===== src/core/srwi_pkg.sv =====
// constants, types and register decoding shared by the supervisor block
package srwi_pkg;

	// ------------------------------------------------------------------
	// clock and timing
	// ------------------------------------------------------------------
	localparam int CLK_HZ = 25000000; // system clock rate
	localparam int CLK_PERIOD_NS = 1000000000 / CLK_HZ; // clock period
	localparam int CYC_PER_MS = CLK_HZ / 1000; // clock cycles per ms
	localparam int RESET_TIMEOUT_INTERVAL_MS = 200; // reset stretch
	localparam int RST_CYC_DEF = RESET_TIMEOUT_INTERVAL_MS * CYC_PER_MS;
	localparam int WD_TIMEOUT_MS = 1600; // watchdog interval, 1.6 s
	localparam int WD_CYC_DEF = WD_TIMEOUT_MS * CYC_PER_MS;
	localparam int PROG_TIME_MS = 5; // internal program cycle
	localparam int PROG_CYC_DEF = PROG_TIME_MS * CYC_PER_MS;
	localparam int BUTTON_GLITCH_NS = 100; // longest button low that is ignored
	// a low just under the glitch time can still cover one more sample
	localparam int BUTTON_GLITCH_CYC = BUTTON_GLITCH_NS / CLK_PERIOD_NS + 2;
	localparam logic [1:0] GLITCH_LAST = 2'(BUTTON_GLITCH_CYC - 1);
	localparam int CNT_W = 26; // width of the long timers

	// ------------------------------------------------------------------
	// serial bus
	// ------------------------------------------------------------------
	localparam logic [3:0] DEV_TYPE = 4'hA; // device type nibble 1010
	localparam logic [3:0] BYTE_BITS = 4'h8; // bits in one byte
	localparam logic [3:0] LAST_BIT = 4'h7; // index of the last sent bit

	// ------------------------------------------------------------------
	// register map
	// ------------------------------------------------------------------
	localparam int ADDR_W = 8; // apb address width
	localparam logic [7:0] OFF_CTRL = 8'h00; // control
	localparam logic [7:0] OFF_TXDATA = 8'h04; // byte sent on reads
	localparam logic [7:0] OFF_RXDATA = 8'h08; // last word address or accepted data byte
	localparam logic [7:0] OFF_STATUS = 8'h0C; // live status
	localparam int CTRL_WDSDA_BIT = 0; // watchdog watches the data line
	localparam logic CTRL_WDSDA_RST = 1'b0; // default: dedicated kick pin
	localparam int ST_RST_BIT = 0; // reset outputs active
	localparam int ST_BUSY_BIT = 1; // program cycle running
	localparam int ST_SEL_BIT = 2; // serial transaction in progress
	localparam int ST_WP_BIT = 3; // write protect pin level
	localparam int ST_W = 4; // status width

	// ------------------------------------------------------------------
	// types
	// ------------------------------------------------------------------
	typedef enum logic [2:0] {
		I2C_IDLE, I2C_ADDR, I2C_ACK, I2C_WRX, I2C_RTX, I2C_RACK, I2C_WAIT
	} srwi_i2c_t;

	typedef enum logic [2:0] {
		REG_CTRL, REG_TX, REG_RX, REG_ST, REG_NONE
	} srwi_reg_t;

	// pin inputs that cross into the clock domain together
	typedef struct packed {
		logic scl;
		logic sda;
		logic rstIoN;
		logic buttonN;
		logic kick;
		logic wp;
	} srwi_pins_t;

	localparam srwi_pins_t PINS_IDLE = '{scl: 1'b1, sda: 1'b1,
		rstIoN: 1'b1, buttonN: 1'b1, kick: 1'b0, wp: 1'b0};

	// map an apb address onto a register
	function automatic srwi_reg_t srwiDecode(input logic [ADDR_W-1:0] a);
		case (a)
			OFF_CTRL: return REG_CTRL;
			OFF_TXDATA: return REG_TX;
			OFF_RXDATA: return REG_RX;
			OFF_STATUS: return REG_ST;
			default: return REG_NONE;
		endcase
	endfunction

endpackage


===== src/core/srwi_filter.sv =====
// low-pulse glitch filter for the push-button input
`timescale 1ns/100ps
module srwi_filter
	import srwi_pkg::*;
(
	input wire logic clk,
	input wire logic rst_b,
	input wire logic inN,
	output logic outLow
);

	// ------------------------------------------------------------------
	// state
	// ------------------------------------------------------------------
	typedef struct packed {
		logic [1:0] lowCnt; // consecutive low samples seen
		logic low; // filtered low level
	} srwi_filt_st_t;

	srwi_filt_st_t st_r;
	srwi_filt_st_t st_nxt;

	// count lows; any high sample restarts the count
	always_comb begin
		st_nxt = st_r;
		if (inN) begin
			st_nxt.lowCnt = 2'h0;
			st_nxt.low = 1'b0;
		end else if (st_r.lowCnt == GLITCH_LAST) begin
			st_nxt.low = 1'b1;
		end else begin
			st_nxt.lowCnt = st_r.lowCnt + 2'h1;
		end
	end

	// register
	always_ff @(posedge clk) begin
		if (!rst_b) begin
			st_r <= '{lowCnt: 2'h0, low: 1'b0};
		end else begin
			st_r <= st_nxt;
		end
	end

	assign outLow = st_r.low;

endmodule


===== src/core/srwi_sync.sv =====
// two-flop synchroniser for the pin inputs
`timescale 1ns/100ps
module srwi_sync
	import srwi_pkg::*;
(
	input wire logic clk,
	input wire logic rst_b,
	input wire srwi_pins_t pinsIn,
	output srwi_pins_t pinsOut
);

	// ------------------------------------------------------------------
	// state
	// ------------------------------------------------------------------
	typedef struct packed {
		srwi_pins_t s1; // first stage, read only by the second
		srwi_pins_t s2; // second stage, safe to use
	} srwi_sync_st_t;

	srwi_sync_st_t st_r;
	srwi_sync_st_t st_nxt;

	// shift the samples along
	always_comb begin
		st_nxt = st_r;
		st_nxt.s1 = pinsIn;
		st_nxt.s2 = st_r.s1;
	end

	// register, idle pin levels under reset
	always_ff @(posedge clk) begin
		if (!rst_b) begin
			st_r <= '{s1: PINS_IDLE, s2: PINS_IDLE};
		end else begin
			st_r <= st_nxt;
		end
	end

	assign pinsOut = st_r.s2;

endmodule


===== src/core/srwi_top.sv =====
// supervisor: reset generator, watchdog and serial slave front end
//
// Contract
// - power-up: hold reset, then 200 ms more
// - supply below threshold asserts reset at once
// - falling reset pin starts a full timeout
// - short external reset still gives 200 ms
// - button low holds reset, plus one timeout
// - button lows under 100 ns are ignored
// - reset aborts serial transaction, blocks memory
// - no program start in reset; running finishes
// - write protect high blocks memory writes
// - no line toggle for 1.6 s: reset
// - watchdog watches kick pin or data line
// - any monitored edge clears watchdog counter
// - watchdog held cleared while reset active
// - data moves only while clock low
// - START is data fall, clock high
// - STOP is data rise, clock high; ends transaction
// - match upper address nibble against 1010
// - address bit zero selects read or write
// - receiver pulls data low on ninth clock
// - ack own address and written bytes
// - read: send byte, sample ack, else wait
// - no address ack during program cycle
`timescale 1ns/100ps
module srwi_top
	import srwi_pkg::*;
#(
	parameter int unsigned RST_CYC = RST_CYC_DEF, // reset stretch cycles
	parameter int unsigned WD_CYC = WD_CYC_DEF, // watchdog cycles
	parameter int unsigned PROG_CYC = PROG_CYC_DEF // program cycles
) (
	input wire logic clk,
	input wire logic rst_b,
	input wire logic psel,
	input wire logic penable,
	input wire logic pwrite,
	input wire logic [ADDR_W-1:0] paddr,
	input wire logic [31:0] pwdata,
	output logic [31:0] prdata,
	output logic pready,
	output logic pslverr,
	input wire logic belowSupplyThreshold,
	input wire logic pushbuttonResetN,
	input wire logic watchdogKickIn,
	input wire logic writeProtect,
	input wire logic scl,
	input wire logic sdaIn,
	output logic sdaOut,
	output logic sdaOe,
	input wire logic resetIoInN,
	output logic resetIoOutN,
	output logic resetIoOe,
	output logic resetOut,
	output logic memAccessEn,
	output logic progBusy
);

	// ------------------------------------------------------------------
	// constants at counter width
	// ------------------------------------------------------------------
	localparam logic [CNT_W-1:0] RST_LOAD = CNT_W'(RST_CYC);
	localparam logic [CNT_W-1:0] WD_LAST = CNT_W'(WD_CYC - 1);
	localparam logic [CNT_W-1:0] PROG_LOAD = CNT_W'(PROG_CYC);
	localparam logic [CNT_W-1:0] CNT_ONE = 26'h0000001;

	// ------------------------------------------------------------------
	// state
	// ------------------------------------------------------------------
	typedef struct packed {
		logic [CNT_W-1:0] rstCnt; // reset stretch countdown
		logic rstAct; // reset outputs active
		logic memEn; // memory operations allowed
		logic [CNT_W-1:0] wdCnt; // watchdog idle time
		logic monD; // monitored line, last sample
		logic [CNT_W-1:0] progCnt; // program cycle countdown
		logic progBusy; // program cycle running
		logic sclD; // clock line, last sample
		logic sdaD; // data line, last sample
		logic rstIoD; // reset pin, last sample
		srwi_i2c_t i2c; // serial front end state
		logic [3:0] bitCnt; // bits moved in this byte
		logic [7:0] rxSh; // receive shifter
		logic [7:0] txSh; // transmit shifter
		logic rdMode; // direction taken from the address
		logic wordSeen; // word address byte received
		logic dataSeen; // data byte accepted for writing
		logic masterAck; // master acked the last sent byte
		logic sdaLow; // pull the data line low
		logic wdUseSda; // watchdog watches the data line
		logic [7:0] txData; // byte served on reads
		logic [7:0] rxData; // last word address or accepted data byte
		logic [31:0] prdata; // apb read data
		logic pslverr; // apb error answer
	} srwi_top_st_t;

	localparam srwi_top_st_t ST_RST = '{rstCnt: RST_LOAD, rstAct: 1'b1,
		sclD: 1'b1, sdaD: 1'b1, rstIoD: 1'b1, i2c: I2C_IDLE,
		wdUseSda: CTRL_WDSDA_RST, default: '0};

	srwi_top_st_t st_r;
	srwi_top_st_t st_nxt;

	srwi_pins_t pinsRaw; // pins before synchronising
	srwi_pins_t pinsS; // pins after two flops
	logic buttonLow; // filtered push-button level
	logic sclRise, sclFall, startEv, stopEv, byteDone;
	logic ioFall, monS, monEdge, wdTrip, hold, progStart, addrMatch;
	logic rdAcc, wrAcc;
	srwi_reg_t regSel; // register picked by paddr
	logic [ST_W-1:0] statusVec; // live status bits

	// ------------------------------------------------------------------
	// input conditioning
	// ------------------------------------------------------------------
	assign pinsRaw = '{scl: scl, sda: sdaIn, rstIoN: resetIoInN,
		buttonN: pushbuttonResetN, kick: watchdogKickIn, wp: writeProtect};

	srwi_sync uSync (
		.clk(clk),
		.rst_b(rst_b),
		.pinsIn(pinsRaw),
		.pinsOut(pinsS)
	);

	// short button lows never reach the reset logic
	srwi_filter uFilter (
		.clk(clk),
		.rst_b(rst_b),
		.inN(pinsS.buttonN),
		.outLow(buttonLow)
	);

	// ------------------------------------------------------------------
	// events
	// ------------------------------------------------------------------
	assign sclRise = pinsS.scl & ~st_r.sclD;
	assign sclFall = ~pinsS.scl & st_r.sclD;
	// data edges while the clock stays high are bus conditions
	assign startEv = pinsS.scl & st_r.sclD & st_r.sdaD & ~pinsS.sda;
	assign stopEv = pinsS.scl & st_r.sclD & ~st_r.sdaD & pinsS.sda;
	assign byteDone = sclFall & (st_r.bitCnt == BYTE_BITS);
	// own drive of the pin must not retrigger, so only outside reset
	assign ioFall = st_r.rstIoD & ~pinsS.rstIoN & ~st_r.rstAct;
	assign monS = st_r.wdUseSda ? pinsS.sda : pinsS.kick;
	assign monEdge = monS ^ st_r.monD;
	assign wdTrip = (st_r.wdCnt == WD_LAST) & ~st_r.rstAct & ~monEdge;
	// comparator level is already clean and on this clock
	assign hold = belowSupplyThreshold | buttonLow;
	assign addrMatch = (st_r.rxSh[7:4] == DEV_TYPE) & ~st_r.progBusy;
	assign progStart = stopEv & ~st_r.rstAct & st_r.dataSeen & ~st_r.rdMode
		& ~pinsS.wp & ~st_r.progBusy;

	// apb phases: read data prepared in setup, writes land in access
	assign regSel = srwiDecode(paddr);
	assign rdAcc = psel & ~penable;
	assign wrAcc = psel & penable & pwrite;
	assign statusVec = {pinsS.wp, st_r.i2c != I2C_IDLE, st_r.progBusy,
		st_r.rstAct};

	// ------------------------------------------------------------------
	// next state
	// ------------------------------------------------------------------
	always_comb begin
		st_nxt = st_r;
		st_nxt.sclD = pinsS.scl;
		st_nxt.sdaD = pinsS.sda;
		st_nxt.rstIoD = pinsS.rstIoN;
		st_nxt.monD = monS;

		// reset stretch: any cause reloads the full interval
		if (hold | ioFall | wdTrip) begin
			st_nxt.rstCnt = RST_LOAD;
		end else if (st_r.rstCnt != '0) begin
			st_nxt.rstCnt = st_r.rstCnt - CNT_ONE;
		end
		st_nxt.rstAct = (st_nxt.rstCnt != '0);
		st_nxt.memEn = ~st_nxt.rstAct;

		// watchdog: cleared by edges, by reset and on expiry, else counts
		if (st_r.rstAct | monEdge | wdTrip) begin
			st_nxt.wdCnt = '0;
		end else begin
			st_nxt.wdCnt = st_r.wdCnt + CNT_ONE;
		end

		// program cycle: started by stop, never cut short by reset
		if (progStart) begin
			st_nxt.progCnt = PROG_LOAD;
		end else if (st_r.progCnt != '0) begin
			st_nxt.progCnt = st_r.progCnt - CNT_ONE;
		end
		st_nxt.progBusy = (st_nxt.progCnt != '0);

		// serial front end
		if (st_r.rstAct) begin
			// abort and refuse everything
			st_nxt.i2c = I2C_IDLE;
			st_nxt.sdaLow = 1'b0;
			st_nxt.dataSeen = 1'b0;
		end else if (startEv) begin
			// start or repeated start: take an address
			st_nxt.i2c = I2C_ADDR;
			st_nxt.bitCnt = '0;
			st_nxt.sdaLow = 1'b0;
			st_nxt.wordSeen = 1'b0;
			st_nxt.dataSeen = 1'b0;
		end else if (stopEv) begin
			// end of transaction from any state
			st_nxt.i2c = I2C_IDLE;
			st_nxt.sdaLow = 1'b0;
			st_nxt.dataSeen = 1'b0;
		end else begin
			case (st_r.i2c)
				I2C_ADDR, I2C_WRX: begin
					if (sclRise) begin
						// sample on the rising clock
						st_nxt.rxSh = {st_r.rxSh[6:0], pinsS.sda};
						st_nxt.bitCnt = st_r.bitCnt + 4'h1;
					end else if (byteDone) begin
						st_nxt.i2c = I2C_WAIT;
						if (st_r.i2c == I2C_ADDR) begin
							st_nxt.rdMode = st_r.rxSh[0];
							if (addrMatch) begin
								st_nxt.sdaLow = 1'b1;
								st_nxt.i2c = I2C_ACK;
							end
						end else if (!st_r.wordSeen) begin
							// word address byte is always taken
							st_nxt.wordSeen = 1'b1;
							st_nxt.rxData = st_r.rxSh;
							st_nxt.sdaLow = 1'b1;
							st_nxt.i2c = I2C_ACK;
						end else if (!pinsS.wp) begin
							// data byte accepted for programming
							st_nxt.dataSeen = 1'b1;
							st_nxt.rxData = st_r.rxSh;
							st_nxt.sdaLow = 1'b1;
							st_nxt.i2c = I2C_ACK;
						end
						// protected data byte falls through unacked
					end
				end
				I2C_ACK: begin
					// ack held through the ninth clock
					if (sclFall) begin
						st_nxt.bitCnt = '0;
						if (st_r.rdMode) begin
							st_nxt.txSh = st_r.txData;
							st_nxt.sdaLow = ~st_r.txData[7];
							st_nxt.i2c = I2C_RTX;
						end else begin
							st_nxt.sdaLow = 1'b0;
							st_nxt.i2c = I2C_WRX;
						end
					end
				end
				I2C_RTX: begin
					// next bit goes out after each falling clock
					if (sclFall) begin
						if (st_r.bitCnt == LAST_BIT) begin
							st_nxt.sdaLow = 1'b0;
							st_nxt.i2c = I2C_RACK;
						end else begin
							st_nxt.bitCnt = st_r.bitCnt + 4'h1;
							st_nxt.txSh = {st_r.txSh[6:0], 1'b0};
							st_nxt.sdaLow = ~st_r.txSh[6];
						end
					end
				end
				I2C_RACK: begin
					// master answers on the ninth clock
					if (sclRise) begin
						st_nxt.masterAck = ~pinsS.sda;
					end else if (sclFall) begin
						if (st_r.masterAck) begin
							st_nxt.bitCnt = '0;
							st_nxt.txSh = st_r.txData;
							st_nxt.sdaLow = ~st_r.txData[7];
							st_nxt.i2c = I2C_RTX;
						end else begin
							st_nxt.i2c = I2C_WAIT;
						end
					end
				end
				I2C_IDLE, I2C_WAIT: begin
					// wait for a bus condition
					st_nxt.sdaLow = 1'b0;
				end
				default: begin
					st_nxt.i2c = I2C_IDLE;
				end
			endcase
		end

		// apb read data and error, captured in the setup phase
		if (rdAcc) begin
			st_nxt.prdata = '0;
			st_nxt.pslverr = (regSel == REG_NONE);
			case (regSel)
				REG_CTRL: st_nxt.prdata[CTRL_WDSDA_BIT] = st_r.wdUseSda;
				REG_TX: st_nxt.prdata[7:0] = st_r.txData;
				REG_RX: st_nxt.prdata[7:0] = st_r.rxData;
				REG_ST: st_nxt.prdata[ST_W-1:0] = statusVec;
				default: st_nxt.prdata = '0;
			endcase
		end

		// apb writes, taken at the access edge
		if (wrAcc) begin
			case (regSel)
				REG_CTRL: st_nxt.wdUseSda = pwdata[CTRL_WDSDA_BIT];
				REG_TX: st_nxt.txData = pwdata[7:0];
				default: st_nxt.txData = st_r.txData;
			endcase
		end
	end

	// ------------------------------------------------------------------
	// state register
	// ------------------------------------------------------------------
	always_ff @(posedge clk) begin
		if (!rst_b) begin
			st_r <= ST_RST;
		end else begin
			st_r <= st_nxt;
		end
	end

	// ------------------------------------------------------------------
	// outputs
	// ------------------------------------------------------------------
	assign prdata = st_r.prdata;
	assign pready = 1'b1;
	assign pslverr = st_r.pslverr;
	assign sdaOut = 1'b0;
	assign sdaOe = st_r.sdaLow;
	assign resetIoOutN = 1'b0;
	assign resetIoOe = st_r.rstAct;
	assign resetOut = st_r.rstAct;
	assign memAccessEn = st_r.memEn;
	assign progBusy = st_r.progBusy;
endmodule


===== config.mk =====
export PLATFORM = sky130hd
export DESIGN_NAME = srwi_top
export DESIGN_NICKNAME = d
export VERILOG_FILES = /design/src/core/srwi_pkg.sv /design/src/core/srwi_filter.sv /design/src/core/srwi_sync.sv /design/src/core/srwi_top.sv
export SDC_FILE = /design/constraint.sdc
export NUM_CORES = 1
export LEC_CHECK = 0
export ABC_AREA = 1
export BUFFER_PORTS_ARGS = -buffer_cell sky130_fd_sc_hd__buf_2
export CAP_MARGIN = 20
export CORE_MARGIN = 1
export CORE_UTILIZATION = 40
export DETAILED_ROUTE_END_ITERATION = 10
export GPL_ROUTABILITY_DRIVEN = 0
export PLACE_DENSITY_LB_ADDON = 0.12
export REMOVE_ABC_BUFFERS = 1
export SYNTH_ARGS = -nofsm -noshare
export SYNTH_HDL_FRONTEND = slang
export SYNTH_SLANG_ARGS = --single-unit

===== constraint.sdc =====
create_clock -name clk -period 4.5 [get_ports clk]
set_clock_uncertainty 0.1 [all_clocks]
set_input_delay 0.9 -clock clk [delete_from_list [all_inputs] [get_ports clk]]
set_output_delay 0.9 -clock clk [all_outputs]
set_load 0.05 [all_outputs]

==> flow_summary.toml, run 1 <==
[outcome]
status = "finished clean"

[synth]
synth_mux_area_share_pct = 0
combinational_family_with_the_most_area_after_synthesis = "simple AND/OR/NAND/NOR gates"
synth-main-ff-cell = "sky130_fd_sc_hd__dfxtp_1"
synth_xor_xnor_area_share_pct = 2.921
synth_enable_flop_cells = 0
post_synth_fa_ha_maj_area_fraction_pct = 0.8942
synth_sequential_area_ratio_pct = 36.48
synth_simple_gate_area_share_pct = 38.48
synth.avg_cell_area_um2 = 6.782
postSynthCellCount = 1238
synth_area_um2 = 8396
synth.ff_latch_count = 153
asyncSetResetFlopFracSynth_pct = 0
synth_warnings = 0
synth_compound_area_share_pct = 9.255
synth_cell_types = 52

[sta]
period_needed_ns = 2.558
setup_viol_count_final = 0
tightest_slew_ns = 0.8553
finalCritPeriodShare_pct = 56.85
setup-tns-final_ns = 0
fmax_mhz = 390.9
timing_hold_violations_final = 0
final_max_slew_viol_count = 0
maxSlewHeadroom_pct = 42.77
rsz0062_at_grt = "no"

[critical_path]
crit_path_end_kind = "register"
setup.worst_path.class = "reg2reg"
critical_path.max_stage_delay_ns = 0.34
setup.worst_path.start_class = "register"
r2r-start = "st_r[137]$_SDFF_PN0_"
setup.reg_to_reg.worst_slack_ns = 1.94
crit-reg2reg-capture = "resetIoOe$_SDFF_PN1_"
cell_by_cell_listing_of_the_critical_path = "inv_1 -> ha_1 -> nand2_4 -> nor2_8 -> nand2_4 -> inv_2 -> nand2_2 -> o21ai_1 -> nand3_1 -> nor2_1 -> inv_1 -> nor2_1 -> nand2_1"
rr_worst_depth = 13
timing.critical_path.required_ns = 4.72
crit_fanout = 22
crit_arrival_ns = 2.78
crit_path_top_delay_cell = "sky130_fd_sc_hd__nand2_2"

[final_layout]
fill_cells = 2238
syn_to_final_growth_pct = 9.776
layout-drive-gt1-share_pct = 12.08
antenna_cells = 0
nets = 1320

[power_and_ir_drop]
power_density_nw_per_um2 = 502.0
vdd_drop_max_v = 0.0003526
cellLeakagePower_uw = 0.004010
p_total_uw = 4627

[detailed_routing]
first_pass_iters = 5
detail_route.wl_per_cell_um = 13.02
wl_mm = 20.12
drcViolationCount = 0
drt-vias-per-instance = 4.850
dr_total_vias = 7493
final_antenna_net_count = 0
drt_first_iter_violations = 440

[floorplan]
dieArea_um2 = 21570
core_region_area_um2 = 20430
pin_count = 93
start_util_pct = 41.10
die-height_um = 146.9
dieWidth_um = 146.9
floorplan.rows = 52

[clock_network]
cts_tree = "built"
cts_resized = 0
post-cts-setup-buffers = 0
clock-sinks = 153
clk_transition_reported_paths_ns = 0.06
clockRootBuffer = "sky130_fd_sc_hd__clkbuf_16"
cts_made_buffers = 17
cts-hold-fix-buffers = 0
worst_skew_late_latency_ns = 0.42
clockBufferDepth = 2
clock_tree.htree_level_count = 4

[global_route]
global_route.usage.total_pct = 19.55
maximum_number_of_pins_on_one_net_before_global_route_repair = 49
first_global_vias = 7040
grt_antenna_before_repair = 0
first_pass_grt_wire_length_mm = 34.07
grt_remaining_overflow = 0

[worst_hold_path]
hold_depth = 1
holdPathEnd = "uSync.pinsOut[3]$_SDFF_PN1_"
hold_path.startpoint = "uSync.st_nxt[3]$_SDFF_PN1_"
holdCritPathClass = "reg2reg"

[flow_run]
drv.max_cap_violation_count = 0

[place]
place.port_buffers = 41
dp_hpwl_mm = 14.56
==> stage by stage <==
| stage | area [um2] | util (%) | worst slack [ns] | hold WS (ns) | instances |
|---|---|---|---|---|---|
| 4_1_cts | 9216 | 45.11 | 1.973 | 0.3132 | 1545 |
| 6_report | 9216 | 45.11 | 1.942 | 0.3143 | 1545 |
| 5_1_grt | 9216 | 45.11 | 1.695 | 0.3239 | 1545 |
| 3_5_place_dp | 8642 | 42.30 | 1.677 | 0.2982 | 1513 |
| 2_1_floorplan | 8054 | - | 1.519 | 0.2900 | 1196 |
| 3_3_place_gp | 8642 | 42.30 | 1.715 | 0.2959 | 1513 |
==> final cells by class <==
cell class	count	area [um2]	area share [%]
Multi-Input combinational cell	894	4429	48.06
Sequential cell	153	3063	33.23
Inverter	149	561.8	6.096
Clock buffer	21	450.4	4.887
Tap cell	270	337.8	3.665
Timing Repair Buffer	47	250.2	2.715
Clock inverter	11	123.9	1.344
==> worst max path at each step <==
stage	start	endpoint	depth (start not counted)
2_1_floorplan	resetIoOe$_SDFF_PN1_	progBusy$_SDFF_PN0_	11
3_3_place_gp	paddr[1]	st_r[43]$_SDFFE_PN0P_	9
3_5_place_dp	paddr[1]	st_r[44]$_SDFFE_PN0P_	9
4_1_cts	st_r[137]$_SDFF_PN0_	resetIoOe$_SDFF_PN1_	13
5_1_grt	st_r[137]$_SDFF_PN0_	resetIoOe$_SDFF_PN1_	13
6_report	st_r[137]$_SDFF_PN0_	resetIoOe$_SDFF_PN1_	13
==> metal layers <==
layer / part of all wire, % / wire length [um] / track usage [%] / vias to the layer above
li1: - / - / - / 3964
met1: 50 / 10070 / 26.58 / 3406
met2: 46 / 9226 / 31.71 / 109
met3: 3.0 / 605 / 3.665 / 14
met4: 1.1 / 217 / 5.000 / 0
met5: 0 / 0 / 0 / -
==> logic make-up (layout without fill, tap and decap cells) <==
kind of cell / after synthesis / in the layout
AND/OR/NAND/NOR: 700 / 700
flip-flops: 153 / 153
buffers and inverters: 216 / 228
other: 2 / 27
XOR/XNOR: 28 / 28
adder cells (fa/ha/maj): 6 / 6
AO/OA/AOI/OAI: 133 / 133
==> cell usage after synthesis, types with 5 or more instances <==
cell type / number / area (um2)
sky130_fd_sc_hd__or2_2: 11 / 68.82
sky130_fd_sc_hd__a31oi_1: 15 / 93.84
sky130_fd_sc_hd__nand3_2: 6 / 60.06
sky130_fd_sc_hd__clkbuf_1: 15 / 56.30
sky130_fd_sc_hd__ha_1: 6 / 75.07
sky130_fd_sc_hd__nand2_1: 256 / 960.9
sky130_fd_sc_hd__nand2_4: 5 / 56.30
sky130_fd_sc_hd__inv_2: 10 / 37.54
sky130_fd_sc_hd__buf_4: 38 / 285.3
sky130_fd_sc_hd__nor2_2: 8 / 50.05
sky130_fd_sc_hd__a21oi_1: 45 / 225.2
sky130_fd_sc_hd__xor2_1: 14 / 122.6
sky130_fd_sc_hd__dfxtp_1: 153 / 3063
sky130_fd_sc_hd__nor3_1: 40 / 200.2
sky130_fd_sc_hd__nand2_2: 11 / 68.82
sky130_fd_sc_hd__nor4_1: 15 / 93.84
sky130_fd_sc_hd__nand4_1: 19 / 118.9
sky130_fd_sc_hd__xnor2_1: 14 / 122.6
sky130_fd_sc_hd__inv_1: 136 / 510.5
sky130_fd_sc_hd__nand3_1: 82 / 410.4
sky130_fd_sc_hd__o21ai_0: 37 / 185.2
sky130_fd_sc_hd__buf_2: 9 / 45.04
sky130_fd_sc_hd__nand3b_1: 10 / 75.07
sky130_fd_sc_hd__nor2_1: 215 / 807.0
sky130_fd_sc_hd__o21ai_1: 6 / 30.03
sky130_fd_sc_hd__nor2_4: 5 / 56.30
sky130_fd_sc_hd__o21ai_2: 7 / 61.31
sky130_fd_sc_hd__a211oi_1: 8 / 60.06
==> worst max-delay path: cells and delay by family, from the launching register on <==
kind            cells  cell delay, ns
simple gates        8            1.23
fa+ha+maj           1            0.32
buf+inv             3            0.23
flops               1            0.31
compound gates      1            0.26
==> cells in the final DEF, fill, tap and decap left out, drive strengths merged, types with 4 or more instances in the layout <==
master    n
clkinv    8
buf      47
nor3     46
xnor2    14
a211oi    8
a31oi    15
or2      12
clkbuf   21
nand2   272
xor2     14
conb     27
a21oi    46
nand3b   10
o21ai    50
nand3    89
o22ai     4
ha        6
nor3b     5
nor2    230
nor4     15
inv     147
nand4    20
dfxtp   153
==> registers in the layout, summed over array words and instances, names as in the netlist <==
register,cells
uFilter.outLow,1
prdata,8
uSync.st_nxt,6
uFilter.st_r,2
st_r,125
memAccessEn,1
sdaOe,1
pslverr,1
progBusy,1
resetIoOe,1
uSync.pinsOut,6
==> power by group <==
group	total (uW)	internal (uW)	switching, uW
sequential	1560	1460	94.7
combinational	1660	523	1140
clock	1410	830	579
(Power assumes the default switching activity.)
==> inputs of run 2 (changes only) <==
clock period = 2.6 ns   (was 4.5 ns; I/O delays follow)
==> run 2 against run 1 <==
Effect of this change: fmax increased by 13%; highest routed layer unchanged; critical path depth increased by 2; setup slack got worse by 1.6 ns; routed wire length decreased by 1.1%; global-route usage decreased by 0.54 points; non-clock buffer count increased by 8; critical endpoint is now progBusy$_SDFF_PN0_.
==> flow_summary.toml, run 2 (synthesis gave the netlist of run 1 again) <==
[global_route]
grt_remaining_overflow = 0
maximum_number_of_pins_on_one_net_before_global_route_repair = 31
grt_antenna_before_repair = 0
first_pass_grt_wire_length_mm = 32.94
first_global_vias = 6882
global_route.usage.total_pct = 19.01

[final_layout]
largest_reg_flops = 125
final_cell_mix = "sky130_fd_sc_hd__nand2_1, sky130_fd_sc_hd__nor2_1, sky130_fd_sc_hd__dfxtp_1"
finalCoreUtilization_pct = 45.78
final_area_um2 = 9353
layout.cells.most_common = "sky130_fd_sc_hd__nand2_1"
top_register = "st_r"
layout-drive-gt1-share_pct = 12.94
nets = 1328
syn_to_final_growth_pct = 11.40
antenna_cells = 0

[sta]
final_max_slew_viol_count = 0
setup-tns-final_ns = 0
rsz0062_at_grt = "no"
fmax_mhz = 442.1
setup_viol_count_final = 0
finalCritPeriodShare_pct = 87.00
timing_hold_violations_final = 0
period_needed_ns = 2.262

[critical_path]
setup.worst_path.start_class = "register"
rr_worst_depth = 15
setup.worst_path.class = "reg2reg"
crit_path_end_kind = "register"
crit_fanout = 25
crit_arrival_ns = 2.46
timing.critical_path.required_ns = 2.80

[clock_network]
cts_tree = "built"
clockBufferDepth = 2
clock_tree.htree_level_count = 4
clk_transition_reported_paths_ns = 0.07
worst_skew_late_latency_ns = 0.42
clock-sinks = 153
cts_made_buffers = 17
clockRootBuffer = "sky130_fd_sc_hd__clkbuf_16"
post-cts-setup-buffers = 0

[place]
postPlaceCellArea_um2 = 8715
place.port_buffers = 41
dp_hpwl_mm = 14.69

[power_and_ir_drop]
power_density_nw_per_um2 = 877.0
vdd_drop_max_v = 0.0004859
cellLeakagePower_uw = 0.004095

[detailed_routing]
detail_route.wl_per_cell_um = 12.81
drcViolationCount = 0
first_pass_iters = 4
wl_mm = 19.89
drt-vias-per-instance = 4.817
dr_total_vias = 7481
drt_first_iter_violations = 369
final_antenna_net_count = 0

[floorplan]
die-height_um = 146.9
start_util_pct = 41.10
pin_count = 93
floorplan.rows = 52
core_region_area_um2 = 20430
dieArea_um2 = 21570
dieWidth_um = 146.9

[flow_run]
drv.max_cap_violation_count = 0

[worst_hold_path]
holdCritPathClass = "in2reg"
hold_depth = 2

[outcome]
status = "finished clean"
-- run 2: what timing repair did --
item	in CTS	in global routing
gates resized for setup	0	1
setup endpoints to repair	0	1
hold buffers	0	0
-- run 2: layout make-up --
| cell class | instances | area (um2) |
|---|---|---|
| clock buffer | 18 | 439.2 |
| clock inverter | 14 | 196.4 |
| fill | 2200 | 11080 |
| inverter | 149 | 561.8 |
| multi-input combinational | 894 | 4432 |
| sequential | 153 | 3063 |
| tap | 270 | 337.8 |
| timing repair buffer | 55 | 322.8 |
-- run 2: critical path, cell delays in order, from the launching register on --
cell and delay, ns:
sky130_fd_sc_hd__dfxtp_1 0.31, sky130_fd_sc_hd__inv_1 0.11, sky130_fd_sc_hd__ha_2 0.27, sky130_fd_sc_hd__nand2_2 0.12, sky130_fd_sc_hd__inv_2 0.11, sky130_fd_sc_hd__nand2_2 0.07
sky130_fd_sc_hd__nor2_4 0.14, sky130_fd_sc_hd__nand2_4 0.20, sky130_fd_sc_hd__nand2_1 0.15, sky130_fd_sc_hd__nand2_1 0.06, sky130_fd_sc_hd__nor2_1 0.15, sky130_fd_sc_hd__nand2_1 0.07
sky130_fd_sc_hd__nor2_1 0.10, sky130_fd_sc_hd__nand2_1 0.06, sky130_fd_sc_hd__nor2_1 0.08, sky130_fd_sc_hd__nor2_1 0.04
-- run 2: worst paths after layout --
path | start | end | slack [ns]
min reg2reg | uSync.st_nxt[3]$_SDFF_PN1_ | uSync.pinsOut[3]$_SDFF_PN1_ | 0.31
min | scl | uSync.st_nxt[5]$_SDFF_PN1_ | 0.18
max | st_r[82]$_SDFF_PN0_ | progBusy$_SDFF_PN0_ | 0.34
max reg2reg | st_r[82]$_SDFF_PN0_ | progBusy$_SDFF_PN0_ | 0.34
-- run 2: metal layers --
metal	GRT usage, %	wire length [um]	up-vias
li1	-	-	3981
met1	24.82	9805	3391
met2	32.01	9327	94
met3	3.665	517	15
met4	4.844	242	0
met5	0	0	-
-- run 2: per-stage QoR --
| step | worst slack, ns | instances | hold WS, ns | power, uW |
|---|---|---|---|---|
| after floorplan | -0.3808 | 1196 | 0.2900 | 4955 |
| after global placement | 0.2606 | 1521 | 0.2953 | 5579 |
| after detailed placement | 0.2382 | 1521 | 0.2973 | 5575 |
| after CTS | 0.2181 | 1553 | 0.1650 | 8288 |
| after global routing | 0.03164 | 1553 | 0.1664 | 8837 |
| final | 0.3380 | 1553 | 0.1791 | 8202 |
-- run 2: where the power goes --
part           total [uW]  switching [uW]  leakage, uW  internal [uW]
Sequential           2690             158      0.00124           2530
Clock                2680            1040     0.000315           1640
Combinational        2840            1920      0.00254            916
Total                8200            3120      0.00410           5090
==> inputs of run 3 (changes only) <==
PLACE_DENSITY_LB_ADDON = not set   (was 0.12)
==> run 3 against run 2 <==
Effect of this change: first-iteration DRC count increased by 25%; via count is 0.48% higher; non-clock buffer count is 2 higher; sequential cell count unchanged; fmax fell by 1.7%; largest cell class unchanged.
==> flow_summary.toml, run 3 (synthesis gave the netlist of run 1 again) <==
[critical_path]
rr_worst_depth = 13
r2r-start = "st_r[82]$_SDFF_PN0_"
crit_path_end_kind = "register"
setup.reg_to_reg.worst_slack_ns = 0.30
crit_fanout = 25
timing.critical_path.required_ns = 2.81
crit_arrival_ns = 2.51
worstSetupEndpoint = "progBusy$_SDFF_PN0_"
crit-reg2reg-capture = "progBusy$_SDFF_PN0_"
setup.worst_path.start_class = "register"
setup.worst_path.class = "reg2reg"
crit_path_start = "st_r[82]$_SDFF_PN0_"

[global_route]
global_route.usage.total_pct = 19.45
grt_antenna_before_repair = 1
grt_remaining_overflow = 0
maximum_number_of_pins_on_one_net_before_global_route_repair = 40
first_pass_grt_wire_length_mm = 33.53
first_global_vias = 6942

[final_layout]
final_cells = 1555
nets = 1330
finalCoreUtilization_pct = 45.63
fill_cells = 2124
final_cell_mix = "sky130_fd_sc_hd__nand2_1, sky130_fd_sc_hd__nor2_1, sky130_fd_sc_hd__dfxtp_1"
top_register = "st_r"
antenna_cells = 0
largest_reg_flops = 125
syn_to_final_growth_pct = 11.04
layout.cells.most_common = "sky130_fd_sc_hd__nand2_1"
layout-drive-gt1-share_pct = 13.00

[sta]
final_max_slew_viol_count = 0
maxSlewHeadroom_pct = 63.26
fmax_mhz = 434.7
setup-tns-final_ns = 0
timing_hold_violations_final = 0
final.hold.worst_slack_ns = 0.1776
setup_slack_ns = 0.2998
finalCritPeriodShare_pct = 88.47
period_needed_ns = 2.300
rsz0062_at_grt = "no"
tightest_slew_ns = 0.5460
setup_viol_count_final = 0

[detailed_routing]
drt_first_iter_violations = 463
drcViolationCount = 0
final_antenna_net_count = 0
dr_total_vias = 7517
wl_mm = 19.95
drt-vias-per-instance = 4.834
first_pass_iters = 5
detail_route.wl_per_cell_um = 12.83

[power_and_ir_drop]
clock_power_share_pct = 30.4
power.combinational.fraction_pct = 35.9
power_switching_share_pct = 38.98
vdd_drop_max_v = 0.0008089
p_int_uw = 4863
cellLeakagePower_uw = 0.004073
reported_net_switching_power_uw = 3107
power_density_nw_per_um2 = 854.8
pwr-share-seq_pct = 33.7

[floorplan]
dieArea_um2 = 21570
pin_count = 93
die-height_um = 146.9
floorplan.rows = 52
core_region_area_um2 = 20430
start_util_pct = 41.10
dieWidth_um = 146.9

[clock_network]
clock-sinks = 153
cts_tree = "built"
clock_tree.htree_level_count = 4
worst_skew_late_latency_ns = 0.43
clk_transition_reported_paths_ns = 0.06
clockBufferDepth = 2
clockRootBuffer = "sky130_fd_sc_hd__clkbuf_16"
cts_made_buffers = 17
post-cts-setup-buffers = 0

[flow_run]
drv.max_cap_violation_count = 0

[outcome]
status = "finished clean"

[place]
place.port_buffers = 41
dp_cells = 1523
detailedPlace.worstSlack_ns = 0.2567
dp_hpwl_mm = 14.78

[worst_hold_path]
holdCritPathClass = "in2reg"
[run 3: changes by cell type in the layout (fill, tap and decap cells not counted)]
cell,previous run,this run
sky130_fd_sc_hd__buf_12,1,2
sky130_fd_sc_hd__clkbuf_8,1,4
sky130_fd_sc_hd__bufinv_16,4,1
sky130_fd_sc_hd__inv_6,2,0
sky130_fd_sc_hd__clkinvlp_4,0,3
sky130_fd_sc_hd__clkinv_4,5,3
sky130_fd_sc_hd__buf_4,13,14
sky130_fd_sc_hd__clkbuf_1,0,1
[run 3: how the worst min path moves through the flow]
stage | from | endpoint | slack (ns) | cells after the start
after floorplan | uSync.st_nxt[0]$_SDFF_PN0_ | uSync.pinsOut[0]$_SDFF_PN0_ | 0.29 | 2
after global placement | uSync.st_nxt[4]$_SDFF_PN1_ | uSync.pinsOut[4]$_SDFF_PN1_ | 0.30 | 1
after detailed placement | uSync.st_nxt[3]$_SDFF_PN1_ | uSync.pinsOut[3]$_SDFF_PN1_ | 0.30 | 1
after CTS | scl | uSync.st_nxt[5]$_SDFF_PN1_ | 0.16 | 2
after global routing | scl | uSync.st_nxt[5]$_SDFF_PN1_ | 0.16 | 2
final | scl | uSync.st_nxt[5]$_SDFF_PN1_ | 0.18 | 2
[run 3: cell type report]
class / count / area [um2] / area share, %
multi-input cells: 894 / 4432 / 47.54
clock buffers: 22 / 484.2 / 5.194
repair buffers: 57 / 350.3 / 3.758
flip-flops and latches: 153 / 3063 / 32.85
clock inverters: 10 / 93.84 / 1.007
well taps: 270 / 337.8 / 3.624
inverters: 149 / 561.8 / 6.026
[run 3: power groups by stage]
stage                     logic, uW  registers [uW]  clock network, uW
after CTS                      2850            2680               2480
after global placement         2820            2730                  0
after global routing           3310            2710               2590
after floorplan                2240            2710                  0
after detailed placement       2840            2730                  0
final                          2860            2690               2420
[run 3: worst max-delay path, stage by stage, from the launching register on]
cell and delay [ns]:
sky130_fd_sc_hd__dfxtp_1 0.31, sky130_fd_sc_hd__inv_1 0.11, sky130_fd_sc_hd__ha_2 0.27, sky130_fd_sc_hd__nand2_2 0.12, sky130_fd_sc_hd__inv_2 0.11, sky130_fd_sc_hd__nand2_2 0.07, sky130_fd_sc_hd__nor2_4 0.15, sky130_fd_sc_hd__nand2_4 0.20
sky130_fd_sc_hd__nand2_1 0.16, sky130_fd_sc_hd__nand3_1 0.09, sky130_fd_sc_hd__nor2_1 0.18, sky130_fd_sc_hd__nand3_1 0.13, sky130_fd_sc_hd__nor2_1 0.14, sky130_fd_sc_hd__nor2_1 0.04
[run 3: repair_timing]
| action | CTS | global route |
|---|---|---|
| resized for setup | 0 | 1 |
| setup endpoints to repair | 0 | 1 |
| endpoints found under the hold margin | 0 | 0 |
| hold buffers | 0 | 0 |
[run 3: per-stage QoR]
stage | instance area [um2] | power, uW
floorplan | 8054 | 4955
global placement | 8742 | 5556
detailed placement | 8742 | 5572
CTS | 9320 | 8021
global route | 9323 | 8605
finish | 9323 | 7969
[run 3: layer usage]
layer	global-route usage [%]	up-vias	share of wire, %
met1	25.90	3397	49
met4	6.094	2	1.4
li1	-	3978	-
met3	3.634	25	3.3
met5	0	-	0.065
met2	31.73	115	46
